`src/hw/sas_pkg.sv`:
```
package sas_pkg;

  localparam int CLK_PERIOD_NS = 8;

  // Sampling and per-bit time units, least times so rounded up
  localparam int SAMPLE_UNIT_NS  = 64;
  localparam int SAMPLE_UNIT_CYC =
    (SAMPLE_UNIT_NS + CLK_PERIOD_NS - 1) / CLK_PERIOD_NS;
  localparam int BIT_UNIT_NS     = 32;
  localparam int BIT_UNIT_CYC    =
    (BIT_UNIT_NS + CLK_PERIOD_NS - 1) / CLK_PERIOD_NS;
  localparam int CAL_SLOT_NS     = 48;
  localparam int CAL_SLOT_CYC    =
    (CAL_SLOT_NS + CLK_PERIOD_NS - 1) / CLK_PERIOD_NS;
  localparam int RESET_CAL_NS    = 20000;
  localparam int RESET_CAL_CYC   =
    (RESET_CAL_NS + CLK_PERIOD_NS - 1) / CLK_PERIOD_NS;

  localparam int RES_BITS  = 10;
  localparam int NUM_CH    = 24;
  localparam int NUM_STD   = 16;
  localparam int NUM_EXT   = 8;
  localparam int FIFO_DEPTH = 32;

  // Physical addresses
  localparam logic [15:0] PA_RESULT   = 16'hFEA0;
  localparam logic [15:0] PA_RESULT2  = 16'hF0A0;
  localparam logic [15:0] PA_EOC_IC   = 16'hFF98;
  localparam logic [15:0] PA_OVR_IC   = 16'hFF9A;
  localparam logic [15:0] PA_CONTROL  = 16'hFFA0;
  // Short 8-bit addresses, with extended-space flag
  localparam logic [7:0]  SA_RESULT   = 8'h50;
  localparam logic [7:0]  SA_RESULT2  = 8'h50;
  localparam logic [7:0]  SA_EOC_IC   = 8'hCC;
  localparam logic [7:0]  SA_OVR_IC   = 8'hCD;
  localparam logic [7:0]  SA_CONTROL  = 8'hD0;

  localparam logic [15:0] RST_RESULT  = 16'h0000;
  localparam logic [15:0] RST_RESULT2 = 16'h0000;
  localparam logic [15:0] RST_EOC_IC  = 16'h0000;
  localparam logic [15:0] RST_OVR_IC  = 16'h0000;
  localparam logic [15:0] RST_CONTROL = 16'h0000;

  // Control register fields
  localparam int CTL_CH_LSB    = 0;
  localparam int CTL_CH_W      = 5;
  localparam int CTL_MODE_LSB  = 5;
  localparam int CTL_START     = 7;
  localparam int CTL_BUSY      = 8;
  localparam int CTL_WAIT_RD   = 9;
  localparam int CTL_INJ_EN    = 10;
  localparam int CTL_CTC_LSB   = 12;
  localparam int CTL_STC_LSB   = 14;

  // Interrupt control register fields
  localparam int IC_FLAG = 7;
  localparam int IC_EN   = 6;

  // Result register fields
  localparam int RES_CH_LSB = 12;

  typedef enum logic [1:0] {
    MODE_SINGLE      = 2'h0,
    MODE_SINGLE_CONT = 2'h1,
    MODE_SCAN        = 2'h2,
    MODE_SCAN_CONT   = 2'h3
  } sas_mode_t;

  typedef enum logic [5:0] {
    ST_RESET_CAL = 6'h01,
    ST_IDLE      = 6'h02,
    ST_SAMPLE    = 6'h04,
    ST_CAL       = 6'h08,
    ST_CONV      = 6'h10,
    ST_DONE      = 6'h20
  } sas_state_t;

endpackage : sas_pkg

```
`src/hw/sas_fifo.sv`:
```
`timescale 1ns/1ps
module sas_fifo #(
  parameter int WIDTH = 16,
  parameter int DEPTH = 32
) (
  input  wire logic             core_clk,
  input  wire logic             rst_n,
  input  wire logic             in_valid,
  output logic                  in_ready,
  input  wire logic [WIDTH-1:0] in_data,
  output logic                  out_valid,
  input  wire logic             out_ready,
  output logic      [WIDTH-1:0] out_data
);
  localparam int AW = $clog2(DEPTH);

  logic [WIDTH-1:0] mem [DEPTH];
  logic [AW-1:0]    wr_ptr_r;
  logic [AW-1:0]    rd_ptr_r;
  logic [AW:0]      count_r;
  logic             push;
  logic             pop;

  assign in_ready  = (count_r != (AW+1)'(DEPTH));
  assign out_valid = (count_r != '0);
  assign push      = in_valid && in_ready;
  assign pop       = out_valid && out_ready;
  assign out_data  = mem[rd_ptr_r];

  always_ff @(posedge core_clk) begin
    if (push) begin
      mem[wr_ptr_r] <= in_data;
    end
  end

  always_ff @(posedge core_clk) begin
    if (!rst_n) begin
      wr_ptr_r <= '0;
      rd_ptr_r <= '0;
      count_r  <= '0;
    end else begin
      if (push) begin
        wr_ptr_r <= (wr_ptr_r == AW'(DEPTH - 1)) ? '0 : wr_ptr_r + 1'b1;
      end
      if (pop) begin
        rd_ptr_r <= (rd_ptr_r == AW'(DEPTH - 1)) ? '0 : rd_ptr_r + 1'b1;
      end
      count_r <= count_r + (AW+1)'(push) - (AW+1)'(pop);
    end
  end

endmodule : sas_fifo

```
`src/hw/sas_adc_sequencer.sv`:
```
// Functional notes
// - Ten-bit results, twenty-four inputs, sixteen plus eight
// - Sample first, then resolve one bit per step
// - Sample and bit times set by software
// - Overrun flag when unread result is replaced
// - Wait-for-read mode holds next conversion
// - Unused analog pins stay digital inputs
// - Four modes; single converts once, stops
// - Single continuous repeats without software
// - Auto-scan converts channel range in sequence
// - Auto-scan continuous restarts sequence forever
// - Injected channel converted in auto-scan continuous mode only, sequence left untouched
// - End-of-conversion request feeds event transfer unit
// - Calibration after reset and during operation
// - Calibration slot lies inside conversion cycle
// - Per-pin bit disconnects digital input stage
// - Registers hit by physical or short address
`timescale 1ns/1ps
module sas_adc_sequencer (
  input  wire logic        core_clk,
  input  wire logic        rst_n,
  input  wire logic [15:0] sfr_phys_addr,
  input  wire logic [7:0]  sfr_short_addr,
  input  wire logic        sfr_short_mode,
  input  wire logic        sfr_ext_space,
  input  wire logic        sfr_wr,
  input  wire logic        sfr_rd,
  input  wire logic [15:0] sfr_wdata,
  output logic      [15:0] sfr_rdata_r,
  input  wire logic        inject_req,
  input  wire logic [4:0]  inject_ch,
  input  wire logic        cmp_in,
  input  wire logic [23:0] ain_pin_in,
  input  wire logic [15:0] analog_port_digital_input_disable,
  input  wire logic [7:0]  port1_digital_input_disable,
  output logic      [23:0] dig_in_r,
  output logic      [4:0]  amux_ch_r,
  output logic             sample_en_r,
  output logic             cal_en_r,
  output logic      [9:0]  dac_code_r,
  output logic             eoc_irq_r,
  output logic             ovr_irq_r,
  output logic             event_transfer_req_r
);

  function automatic logic sas_hit(
    input logic [15:0] pa,
    input logic [7:0]  sa,
    input logic        sm,
    input logic        ex,
    input logic [15:0] ref_pa,
    input logic [7:0]  ref_sa,
    input logic        ref_ex
  );
    return sm ? ((sa == ref_sa) && (ex == ref_ex)) : (pa == ref_pa);
  endfunction : sas_hit

  localparam logic [11:0] SAMPLE_UNIT = 12'(sas_pkg::SAMPLE_UNIT_CYC);
  localparam logic [11:0] BIT_UNIT    = 12'(sas_pkg::BIT_UNIT_CYC);
  localparam logic [11:0] CAL_SLOT    = 12'(sas_pkg::CAL_SLOT_CYC);
  localparam logic [11:0] RESET_CAL   = 12'(sas_pkg::RESET_CAL_CYC);
  localparam int          MSB         = sas_pkg::RES_BITS - 1;
  localparam int          DIS_W       = sas_pkg::NUM_STD + sas_pkg::NUM_EXT;

  // Pin synchronisers
  logic [23:0] pin_s1_r;
  logic [23:0] pin_s2_r;
  logic        cmp_s1_r;
  logic        cmp_s2_r;

  // Registers
  logic [15:0] ctrl_r;
  logic [15:0] eoc_ic_r;
  logic [15:0] ovr_ic_r;
  logic [15:0] result_r;
  logic [15:0] result2_r;
  logic        unread_r;

  // Sequencer
  sas_pkg::sas_state_t state_r;
  sas_pkg::sas_state_t state_nxt;
  logic [11:0] timer_r;
  logic [11:0] timer_nxt;
  logic [3:0]  bit_r;
  logic [3:0]  bit_nxt;
  logic [9:0]  dac_nxt;
  logic [4:0]  cur_ch_r;
  logic [4:0]  cur_ch_nxt;
  logic [4:0]  amux_nxt;
  logic        inj_pend_r;
  logic [4:0]  inj_ch_r;
  logic        inj_active_r;
  logic        inj_active_nxt;
  logic        inj_take;
  logic        start_clr;

  // Address decode
  wire hit_res  = sas_hit(sfr_phys_addr, sfr_short_addr, sfr_short_mode,
                          sfr_ext_space, sas_pkg::PA_RESULT,
                          sas_pkg::SA_RESULT, 1'b0);
  wire hit_res2 = sas_hit(sfr_phys_addr, sfr_short_addr, sfr_short_mode,
                          sfr_ext_space, sas_pkg::PA_RESULT2,
                          sas_pkg::SA_RESULT2, 1'b1);
  wire hit_eoc  = sas_hit(sfr_phys_addr, sfr_short_addr, sfr_short_mode,
                          sfr_ext_space, sas_pkg::PA_EOC_IC,
                          sas_pkg::SA_EOC_IC, 1'b0);
  wire hit_ovr  = sas_hit(sfr_phys_addr, sfr_short_addr, sfr_short_mode,
                          sfr_ext_space, sas_pkg::PA_OVR_IC,
                          sas_pkg::SA_OVR_IC, 1'b0);
  wire hit_ctl  = sas_hit(sfr_phys_addr, sfr_short_addr, sfr_short_mode,
                          sfr_ext_space, sas_pkg::PA_CONTROL,
                          sas_pkg::SA_CONTROL, 1'b0);

  wire wr_ctl   = sfr_wr && hit_ctl;
  wire wr_eoc   = sfr_wr && hit_eoc;
  wire wr_ovr   = sfr_wr && hit_ovr;
  wire rd_res   = sfr_rd && hit_res;

  // Control fields
  wire [4:0] cfg_ch  = ctrl_r[sas_pkg::CTL_CH_LSB +: sas_pkg::CTL_CH_W];
  wire [1:0] cfg_mode = ctrl_r[sas_pkg::CTL_MODE_LSB +: 2];
  wire       cfg_start = ctrl_r[sas_pkg::CTL_START];
  wire       cfg_wait  = ctrl_r[sas_pkg::CTL_WAIT_RD];
  wire       cfg_inj   = ctrl_r[sas_pkg::CTL_INJ_EN];
  wire [1:0] cfg_ctc   = ctrl_r[sas_pkg::CTL_CTC_LSB +: 2];
  wire [1:0] cfg_stc   = ctrl_r[sas_pkg::CTL_STC_LSB +: 2];
  wire       mode_scan = (cfg_mode == sas_pkg::MODE_SCAN) ||
                         (cfg_mode == sas_pkg::MODE_SCAN_CONT);
  wire       mode_cont = (cfg_mode == sas_pkg::MODE_SINGLE_CONT) ||
                         (cfg_mode == sas_pkg::MODE_SCAN_CONT);
  wire       busy      = (state_r != sas_pkg::ST_IDLE);

  wire [11:0] sample_cyc = 12'({10'h000, cfg_stc} + 12'h001) *
                           SAMPLE_UNIT;
  wire [11:0] bit_cyc    = 12'({10'h000, cfg_ctc} + 12'h001) *
                           BIT_UNIT;

  // Result path through the buffer
  logic        fifo_in_valid;
  logic        fifo_in_ready;
  logic        fifo_out_valid;
  logic        fifo_out_ready;
  logic [15:0] fifo_out_data;
  wire  [15:0] conv_word = {cur_ch_r[3:0], 2'b00, dac_code_r};

  assign fifo_in_valid  = (state_r == sas_pkg::ST_DONE) && !inj_active_r;
  assign fifo_out_ready = !cfg_wait || !unread_r;
  wire   load_res       = fifo_out_valid && fifo_out_ready;
  wire   load_res2      = (state_r == sas_pkg::ST_DONE) && inj_active_r;
  wire   overrun        = load_res && unread_r && !rd_res;

  // Start gate: wait mode holds off while any result is pending
  wire can_start = cfg_start && fifo_in_ready &&
                   !(cfg_wait && (unread_r || fifo_out_valid));

  sas_fifo #(
    .WIDTH (16),
    .DEPTH (sas_pkg::FIFO_DEPTH)
  ) u_fifo (
    .core_clk  (core_clk),
    .rst_n     (rst_n),
    .in_valid  (fifo_in_valid),
    .in_ready  (fifo_in_ready),
    .in_data   (conv_word),
    .out_valid (fifo_out_valid),
    .out_ready (fifo_out_ready),
    .out_data  (fifo_out_data)
  );

  // Digital input gating
  wire [DIS_W-1:0] dis_all = {port1_digital_input_disable,
                              analog_port_digital_input_disable};

  always_ff @(posedge core_clk) begin
    if (!rst_n) begin
      pin_s1_r <= 24'h000000;
      pin_s2_r <= 24'h000000;
      cmp_s1_r <= 1'b0;
      cmp_s2_r <= 1'b0;
      dig_in_r <= 24'h000000;
    end else begin
      pin_s1_r <= ain_pin_in;
      pin_s2_r <= pin_s1_r;
      cmp_s1_r <= cmp_in;
      cmp_s2_r <= cmp_s1_r;
      dig_in_r <= pin_s2_r & ~dis_all;
    end
  end

  // Sequencer next-state
  assign inj_take = inj_pend_r && cfg_inj &&
                    (cfg_mode == sas_pkg::MODE_SCAN_CONT);

  always_comb begin
    state_nxt      = state_r;
    timer_nxt      = timer_r;
    bit_nxt        = bit_r;
    dac_nxt        = dac_code_r;
    cur_ch_nxt     = cur_ch_r;
    amux_nxt       = amux_ch_r;
    inj_active_nxt = inj_active_r;
    start_clr      = 1'b0;
    case (state_r)
      sas_pkg::ST_RESET_CAL: begin
        timer_nxt = timer_r - 12'h001;
        if (timer_r == 12'h000) begin
          state_nxt = sas_pkg::ST_IDLE;
        end
      end
      sas_pkg::ST_IDLE: begin
        if (can_start || (inj_take && fifo_in_ready)) begin
          state_nxt      = sas_pkg::ST_SAMPLE;
          timer_nxt      = sample_cyc - 12'h001;
          inj_active_nxt = inj_take;
          amux_nxt       = inj_take ? inj_ch_r : cur_ch_r;
        end
      end
      sas_pkg::ST_SAMPLE: begin
        timer_nxt = timer_r - 12'h001;
        if (timer_r == 12'h000) begin
          state_nxt = sas_pkg::ST_CAL;
          timer_nxt = CAL_SLOT - 12'h001;
        end
      end
      sas_pkg::ST_CAL: begin
        timer_nxt = timer_r - 12'h001;
        if (timer_r == 12'h000) begin
          state_nxt = sas_pkg::ST_CONV;
          timer_nxt = bit_cyc - 12'h001;
          bit_nxt   = 4'(MSB);
          dac_nxt   = 10'h200;
        end
      end
      sas_pkg::ST_CONV: begin
        timer_nxt = timer_r - 12'h001;
        if (timer_r == 12'h000) begin
          dac_nxt[bit_r] = cmp_s2_r;
          timer_nxt      = bit_cyc - 12'h001;
          if (bit_r == 4'h0) begin
            state_nxt = sas_pkg::ST_DONE;
          end else begin
            bit_nxt              = bit_r - 4'h1;
            dac_nxt[bit_r - 4'h1] = 1'b1;
          end
        end
      end
      sas_pkg::ST_DONE: begin
        if (inj_active_r) begin
          state_nxt      = sas_pkg::ST_IDLE;
          inj_active_nxt = 1'b0;
        end else if (fifo_in_ready) begin
          state_nxt = sas_pkg::ST_IDLE;
          if (mode_scan) begin
            if (cur_ch_r == 5'h00) begin
              cur_ch_nxt = cfg_ch;
              start_clr  = !mode_cont;
            end else begin
              cur_ch_nxt = cur_ch_r - 5'h01;
            end
          end else begin
            start_clr = !mode_cont;
          end
        end
      end
      default: begin
        state_nxt = sas_pkg::ST_IDLE;
      end
    endcase
  end

  always_ff @(posedge core_clk) begin
    if (!rst_n) begin
      state_r      <= sas_pkg::ST_RESET_CAL;
      timer_r      <= RESET_CAL;
      bit_r        <= 4'h0;
      dac_code_r   <= 10'h000;
      amux_ch_r    <= 5'h00;
      inj_active_r <= 1'b0;
      sample_en_r  <= 1'b0;
      cal_en_r     <= 1'b1;
    end else begin
      state_r      <= state_nxt;
      timer_r      <= timer_nxt;
      bit_r        <= bit_nxt;
      dac_code_r   <= dac_nxt;
      amux_ch_r    <= amux_nxt;
      inj_active_r <= inj_active_nxt;
      sample_en_r  <= (state_nxt == sas_pkg::ST_SAMPLE);
      cal_en_r     <= (state_nxt == sas_pkg::ST_CAL) ||
                      (state_nxt == sas_pkg::ST_RESET_CAL);
    end
  end

  // Scan channel pointer reloads on a control write when idle
  always_ff @(posedge core_clk) begin
    if (!rst_n) begin
      cur_ch_r <= 5'h00;
    end else if (wr_ctl && !busy) begin
      cur_ch_r <= sfr_wdata[sas_pkg::CTL_CH_LSB +: sas_pkg::CTL_CH_W];
    end else begin
      cur_ch_r <= cur_ch_nxt;
    end
  end

  // Injection request latch; a new request beats the take
  always_ff @(posedge core_clk) begin
    if (!rst_n) begin
      inj_pend_r <= 1'b0;
      inj_ch_r   <= 5'h00;
    end else if (inject_req && cfg_inj &&
                 (cfg_mode == sas_pkg::MODE_SCAN_CONT)) begin
      inj_pend_r <= 1'b1;
      inj_ch_r   <= inject_ch;
    end else if (inj_take && (state_r == sas_pkg::ST_IDLE) &&
                 fifo_in_ready) begin
      inj_pend_r <= 1'b0;
    end
  end

  // Control register; busy bit is status only
  always_ff @(posedge core_clk) begin
    if (!rst_n) begin
      ctrl_r <= sas_pkg::RST_CONTROL;
    end else if (wr_ctl) begin
      ctrl_r <= sfr_wdata & ~(16'h0001 << sas_pkg::CTL_BUSY);
    end else if (start_clr) begin
      ctrl_r[sas_pkg::CTL_START] <= 1'b0;
    end
  end

  // Result registers and unread indication
  always_ff @(posedge core_clk) begin
    if (!rst_n) begin
      result_r  <= sas_pkg::RST_RESULT;
      result2_r <= sas_pkg::RST_RESULT2;
      unread_r  <= 1'b0;
    end else begin
      if (load_res) begin
        result_r <= fifo_out_data;
      end
      if (load_res2) begin
        result2_r <= {amux_ch_r[3:0], 2'b00, dac_code_r};
      end
      unread_r <= load_res || (unread_r && !rd_res);
    end
  end

  // Interrupt control registers; hardware set wins over write
  always_ff @(posedge core_clk) begin
    if (!rst_n) begin
      eoc_ic_r <= sas_pkg::RST_EOC_IC;
      ovr_ic_r <= sas_pkg::RST_OVR_IC;
    end else begin
      if (wr_eoc) begin
        eoc_ic_r <= sfr_wdata;
      end
      if (load_res || load_res2) begin
        eoc_ic_r[sas_pkg::IC_FLAG] <= 1'b1;
      end
      if (wr_ovr) begin
        ovr_ic_r <= sfr_wdata;
      end
      if (overrun && !cfg_wait) begin
        ovr_ic_r[sas_pkg::IC_FLAG] <= 1'b1;
      end
    end
  end

  always_ff @(posedge core_clk) begin
    if (!rst_n) begin
      eoc_irq_r            <= 1'b0;
      ovr_irq_r            <= 1'b0;
      event_transfer_req_r <= 1'b0;
    end else begin
      eoc_irq_r <= eoc_ic_r[sas_pkg::IC_FLAG] && eoc_ic_r[sas_pkg::IC_EN];
      ovr_irq_r <= ovr_ic_r[sas_pkg::IC_FLAG] && ovr_ic_r[sas_pkg::IC_EN];
      event_transfer_req_r <= load_res || load_res2;
    end
  end

  // Read data mux
  wire [15:0] ctrl_view = ctrl_r | (16'(busy) << sas_pkg::CTL_BUSY);
  wire [15:0] rd_mux = hit_res  ? result_r  :
                       hit_res2 ? result2_r :
                       hit_eoc  ? eoc_ic_r  :
                       hit_ovr  ? ovr_ic_r  :
                       hit_ctl  ? ctrl_view : 16'h0000;

  always_ff @(posedge core_clk) begin
    if (!rst_n) begin
      sfr_rdata_r <= 16'h0000;
    end else if (sfr_rd) begin
      sfr_rdata_r <= rd_mux;
    end
  end

endmodule : sas_adc_sequencer

```
`config.mk`:
```
export PLATFORM = sky130hd
export DESIGN_NAME = sas_adc_sequencer
export DESIGN_NICKNAME = d
export VERILOG_FILES = /design/src/hw/sas_pkg.sv /design/src/hw/sas_fifo.sv /design/src/hw/sas_adc_sequencer.sv
export SDC_FILE = /design/constraint.sdc
export NUM_CORES = 1
export LEC_CHECK = 0
export BUFFER_PORTS_ARGS = -buffer_cell sky130_fd_sc_hd__buf_2
export CORE_MARGIN = 3
export CORE_UTILIZATION = 30
export DETAILED_ROUTE_END_ITERATION = 6
export HOLD_SLACK_MARGIN = 0.02
export SYNTH_ARGS = -nofsm -noshare
export SYNTH_HDL_FRONTEND = slang
export SYNTH_SLANG_ARGS = --single-unit
```
`constraint.sdc`:
```
create_clock -name core_clk -period 5 [get_ports core_clk]
set_input_delay 0 -clock core_clk [delete_from_list [all_inputs] [get_ports core_clk]]
set_output_delay 0 -clock core_clk [all_outputs]
set_load 0.05 [all_outputs]
```
Yosys cells after proc, flatten, opt, wreduce, memory -nomap -nowiden
Memories as Yosys holds them, arrays and structs flattened. A register that Yosys moved wholly into a read port is not among the register bits.
Cells that the tools add are included.
{"block": "word_totals", "ff_bits": 238, "ram_bits": 448, "input_bits": 101, "wordCells": 214, "n_memories": 1}
{"block": "classes", "addsub": 11, "magnitude_cmp": 4, "eq_ne": 30, "muxes": 62, "bitwise": 5, "reduce_logical": 69}
{"name": "u_fifo.mem", "words": 32, "word_bits": 14, "rd": 1, "rd_clocked_by_memory_dff": 1, "write_ports": 1, "line": "sas_fifo.sv:17", "source": "logic [WIDTH-1:0] mem [DEPTH];"}
{"cell": "$eq A16 B16 Y1 const B", "count": 5}
{"cell": "$mux W16", "count": 5}
{"cell": "$mux W6", "count": 8}
{"cell": "$pmux W12 S4", "count": 1}
{"cell": "$mux W5", "count": 9}
{"cell": "$mux W12", "count": 3}
{"cell": "$pmux W6 S6", "count": 1}
{"cell": "$logic_and A1 B1 Y1", "count": 32}
{"cell": "$mux W10", "count": 3}
{"cell": "$and A24 B24 Y24", "count": 1}
{"cell": "$eq A8 B8 Y1 const B", "count": 3}
{"cell": "$not A24 Y24", "count": 1}
{"cell": "$mux W1", "count": 21}
{"cell": "$pmux W10 S2", "count": 1}
{"cell": "$reduce_bool A2 Y1", "count": 9}
{"cell": "$mux W8", "count": 2}
{"cell": "$or A16 B9 Y16", "count": 1}
{"cell": "$eq A6 B1 Y1 const B", "count": 2}
{"cell": "$eq A6 B3 Y1 const B", "count": 2}
{"cell": "$eq A6 B4 Y1 const B", "count": 2}
{"cell": "$logic_not A12 Y1", "count": 1}
{"cell": "$mux W4", "count": 3}
{"cell": "$sub A12 B1 Y12 const B", "count": 1}
{"cell": "$add A5 B1 Y5 const B", "count": 2}
{"cell": "36 further kinds", "count": 62}

Logic depth before layout (Yosys ltp)
{"block": "depth", "depth_word": 10, "ltp_mapped": 17}

Cells and area by module
A second synthesis with hierarchy kept.
{"block": "unflattened", "cells_unflattened": 2226, "hier_area_um2": 30474.2}
{"mod": "sas_fifo", "n_inst": 1, "cells_each": 1076, "area_each_um2": 20771.2, "seq_area_each_um2": 15795.1}
{"mod": "sas_adc_sequencer", "n_inst": 1, "cells_each": 1150, "area_each_um2": 9703.1, "seq_area_each_um2": 4444.3}

Worst setup path before layout
OpenSTA, ideal clock, no wires.
{"block": "synth_path", "path_type": "register to register", "from": "register state_r[4]", "to": "memory u_fifo.mem[12][0] in the netlist's numbering (enable)", "arrival_ns": 2.583, "required_time_ns": 4.616, "path_slack_ns": 2.033, "path_stages_with_launch": 10, "synth_period_minus_slack_ns": 2.967, "cell_sequence": "dfxtp_1 -> buf_2 -> or4b_1 -> or2_1 -> or3_1 -> buf_2 -> inv_2 -> buf_6 -> nand2_1 -> nor2_1"}
{"block": "synth_via", "elab_chain_len": 5}
{"item": "start: declaration", "line": "sas_adc_sequencer.sv:80", "source": "sas_pkg::sas_state_t state_r;"}
{"item": "start signal: assignment", "line": "sas_adc_sequencer.sv:273", "source": "state_r <= sas_pkg::ST_RESET_CAL;"}
{"item": "start signal: assignment", "line": "sas_adc_sequencer.sv:282", "source": "state_r <= state_nxt;"}
{"item": "$eq A6 B6 Y1", "line": "sas_adc_sequencer.sv:146", "source": "assign fifo_in_valid = (state_r == sas_pkg::ST_DONE) && !inj_active_r;"}
{"item": "$logic_and A1 B1 Y1", "line": "sas_adc_sequencer.sv:146"}
{"item": "$logic_and A1 B1 Y1", "line": "sas_fifo.sv:26", "source": "assign push = in_valid && in_ready;"}
{"item": "named net u_fifo.push", "line": "sas_fifo.sv:21", "source": "logic push;"}
{"item": "$mux W1", "line": "sas_fifo.sv:31", "source": "if (push) begin"}
{"item": "$mux W1 (implied by the code)", "line": "sas_fifo.sv:32", "source": "mem[wr_ptr_r] <= in_data;"}
{"item": "end: declaration", "line": "sas_fifo.sv:17"}
The timed path passes the listed nets, and every way through them passes these cells.

Worst setup path in the final report
{"block": "layout_path", "from": "register state_r[3]", "to": "memory u_fifo.mem[14][4] in the netlist's numbering (enable)"}
{"block": "layout_via", "elab_chain_len": 5}
{"item": "$eq A6 B6 Y1", "line": "sas_adc_sequencer.sv:146"}
{"item": "$logic_and A1 B1 Y1", "line": "sas_adc_sequencer.sv:146"}
{"item": "$logic_and A1 B1 Y1", "line": "sas_fifo.sv:26"}
{"item": "$mux W1", "line": "sas_fifo.sv:31"}
{"item": "$mux W1 (implied by the code)", "line": "sas_fifo.sv:32"}
No other way between the ends.

==> impl_metrics.yaml <==
power:
  intPower_mw: 10.2
  static-leakage-power_nw: 10.7
  netSwitchingFraction_pct: 26.2
  vdd_ir_drop_max_mv: 0.251
  total_net_switching_power_mw: 3.60
  seqPwrFrac_pct: 46.6
  power_frac_comb_pct: 14.7
  power_density_mw_per_mm2: 419
  power.share.clock_pct: 38.7
clock_tree:
  clkLatencyLatePin_ns: 0.63
  cts-resized-gates: 0
  post_cts.repair.setup_buffers: 0
  h-tree-depth: 3
  cts_made_buffers: 73
  tritoncts: "yes"
  cts.sinks: 684
  clk_pin_slew_worst_paths_ns: 0.06
  number_of_buffers_between_clock_root_and_the_deepest_sink: 3
  cts_root_buffer: "clkbuf_16"
timing:
  grt_setup_unrepaired: "false"
  worst-slew-pin-transition_ns: 1.21
  timing_hold_violations_final: 0
  layout_min_cycle_time_ns: 3.75
  final_min_period_over_clock_period_pct: 75.0
  slew_viol_final: 0
  fin_setup_tns_ns: 0
  timing.fmax_ghz: 0.267
  maxSlewHeadroom_pct: 19.4
  finClkSkew_ns: 0.0369
  setup_viol_count_final: 0
yosys:
  netlist-cell-type-count: 83
  synthFlopType: "edfxtp_1"
  synth.top_cells.by_area: "edfxtp_1, dfxtp_1, mux4_2, nand2_1, a21oi_1"
  synth_compound_gate_area_share_pct: 9.02
  largest_family_of_logic_cells_by_synthesized_area: "multiplexers"
  asyncSetResetFlopFracSynth_pct: 0
  post_synth_and_or_nand_nor_area_fraction_pct: 10.0
  synth-adder-area-share_pct: 1.49
  synth_mux_area_share_pct: 10.5
  yosys_warnings: 0
  yosys.cell_count.top_type: "edfxtp_1"
  synth_sequential_area_ratio_pct: 66.2
  synth.top_cell.area_share_pct: 49.0
  netlist.top_cell.by_area: "edfxtp_1"
  synth.net_count: 2067
  synth_edf_count: 448
  netlist_instances: 1934
  postSynthAreaPerCell_um2: 14.2
  synth_common_cells: "edfxtp_1, dfxtp_1, nand2_1, mux4_2, a21oi_1"
  synth_xor_area_share_pct: 0.447
  synth_seq_cells: 684
  syn_area_mm2: 0.0275
floorplan:
  initial_utilization_pct: 30.4
  io-pin-count: 161
  core_area_mm2: 0.0904
  die_h_um: 309
  dieArea_mm2: 0.0952
  placement_rows: 110
  horizontal_die_dimension_um: 309
worst_setup_path:
  critPathKind: "flop to flop"
  critPathCaptureType: "flop"
  cp_data_required_time_ns: 5.22
  path_max_fanout: 14
  critical_path_arrival_ns: 3.97
  setup.worst_path.start_class: "flop"
place:
  io_buffer_count: 160
  post_placement_cell_area_mm2: 0.0297
  dp_hpwl_um: 44300
  gp_congestion: 0.858
routing:
  detail_route.vias_per_cell: 5.10
  initialDrtViolationCount: 1569
  detailedRoute.firstPassIterationCount: 7
  antenna_nets_post_route: 0
  drc: 0
  wl_um: 70100
  post_drt_wl_per_cell_um: 20.5
  vias: 17441
job:
  max_cap_violations: 0
layout:
  antenna-diode-count: 0
  final_core_utilization_pct: 36.3
  area_growth_pct: 19.7
  n_fill_cell: 8448
  layout-drive-gt1-share_pct: 21.7
  finalNetCount: 2317
  finish.instance_area_mm2: 0.0329
outcome:
  outcome: "complete, no violations"
global_route:
  grt_pass1_wl_um: 107000
  antenna_violations_before_repair: 0
  global_route.usage.total_pct: 14.5
  grt-ovfl-total: 0
  via_count_of_the_first_global_routing_pass: 17515
  grt_start_max_net_pins: 104
worst_hold_path:
  min_path_type: "input port to flop"
[critical path, stage by stage, from the launching register on]
cell and delay [ns]:
dfxtp_1 0.46, or4b_1 0.59, or2_1 0.26, or3_1 0.47, inv_2 0.26, nand2_1 0.34, nor2_1 0.98
[cell usage in the layout, fill, tap and decap left out, types with 18 or more instances in the layout]
cell type,count
a211oi_1,37
a21oi_1,107
a22oi_1,30
a31oi_1,25
and2_1,53
buf_2,160
buf_4,58
clkbuf_1,20
clkbuf_16,73
dfxtp_1,232
dlygate4sd3_1,76
edfxtp_1,448
ha_1,31
inv_1,32
mux2i_1,37
mux4_2,112
nand2_1,178
nand3_1,50
nor2_1,103
nor2b_1,18
nor3_1,22
nor3b_1,29
o211ai_1,18
o21ai_0,40
[flip-flops by register name, indices dropped and copies added (netlist names), 12 cells and up]
name and cells:
ctrl_r 15, eoc_ic_r 16, ovr_ic_r 16, pin_s1_r 24, result_r 14, dig_in_r 24
u_fifo.mem 448, sfr_rdata_r 16, pin_s2_r 24, timer_r 12, result2_r 14
[stage by stage]
stage          hold WS [ns]  setup WS, ns  std cells  power [mW]
5_1_grt              0.0735          1.03       3420        14.3
4_1_cts              0.0209          1.25       3420        13.9
3_5_place_dp          0.166          1.26       3209        8.51
2_1_floorplan        0.0761          2.03       1934        7.88
3_3_place_gp          0.161          1.42       3209        8.49
6_report             0.0663          1.25       3420        13.8
[area by class of cell]
| cell class | instances | area, um2 | share of cell area (%) |
|---|---|---|---|
| clock buffer | 97 | 1960 | 5.96 |
| clock inverter | 38 | 423 | 1.29 |
| inverter | 34 | 130 | 0.396 |
| multi-input combinational | 1096 | 8670 | 26.4 |
| sequential | 684 | 18200 | 55.4 |
| tap | 1176 | 1470 | 4.48 |
| timing repair buffer | 295 | 2020 | 6.14 |
[worst paths after layout]
| check | from | to | slack, ns | cells past startpoint |
|---|---|---|---|---|
| worst max-delay path | state_r[3] | u_fifo.mem[14][4] | 1.25 | 6 |
| worst min-delay path | sfr_ext_space | unread_r | 0.07 | 5 |
| worst max register to register | state_r[3] | u_fifo.mem[14][4] | 1.25 | 6 |
| worst min register to register | pin_s1_r[16] | pin_s2_r[16] | 0.43 | 1 |
[cell families (layout without fill, tap and decap cells)]
| group | count (synthesis) | count (layout) |
|---|---|---|
| and+or+nand+nor | 541 | 541 |
| buffers and inverters | 154 | 464 |
| adders and majority gates | 32 | 32 |
| muxes | 149 | 149 |
| DFF | 684 | 684 |
| AOI/OAI and AO/OA | 360 | 360 |
| xor gates and xnor gates | 14 | 14 |
[power by group through the flow]
| stage | registers [mW] | logic, mW | clock network [mW] |
|---|---|---|---|
| floorplan | 6.30 | 1.59 | 0 |
| global placement | 6.52 | 1.96 | 0 |
| detailed placement | 6.53 | 1.98 | 0 |
| CTS | 6.41 | 2.04 | 5.46 |
| global route | 6.43 | 2.21 | 5.70 |
| finish | 6.41 | 2.02 | 5.33 |
[metal layers]
layer,routed length [um],global-route usage (%)
met1,30800,19.9
met2,33400,23.6
met3,4270,2.86
met4,1600,4.19
met5,0,0
[repair_timing]
item / in CTS / in global routing
hold endpoints to repair: 114 / 0
hold buffers: 76 / 0
endpoints found under the setup margin: 0 / 0
No activity file was read; power rests on OpenSTA's default activity.
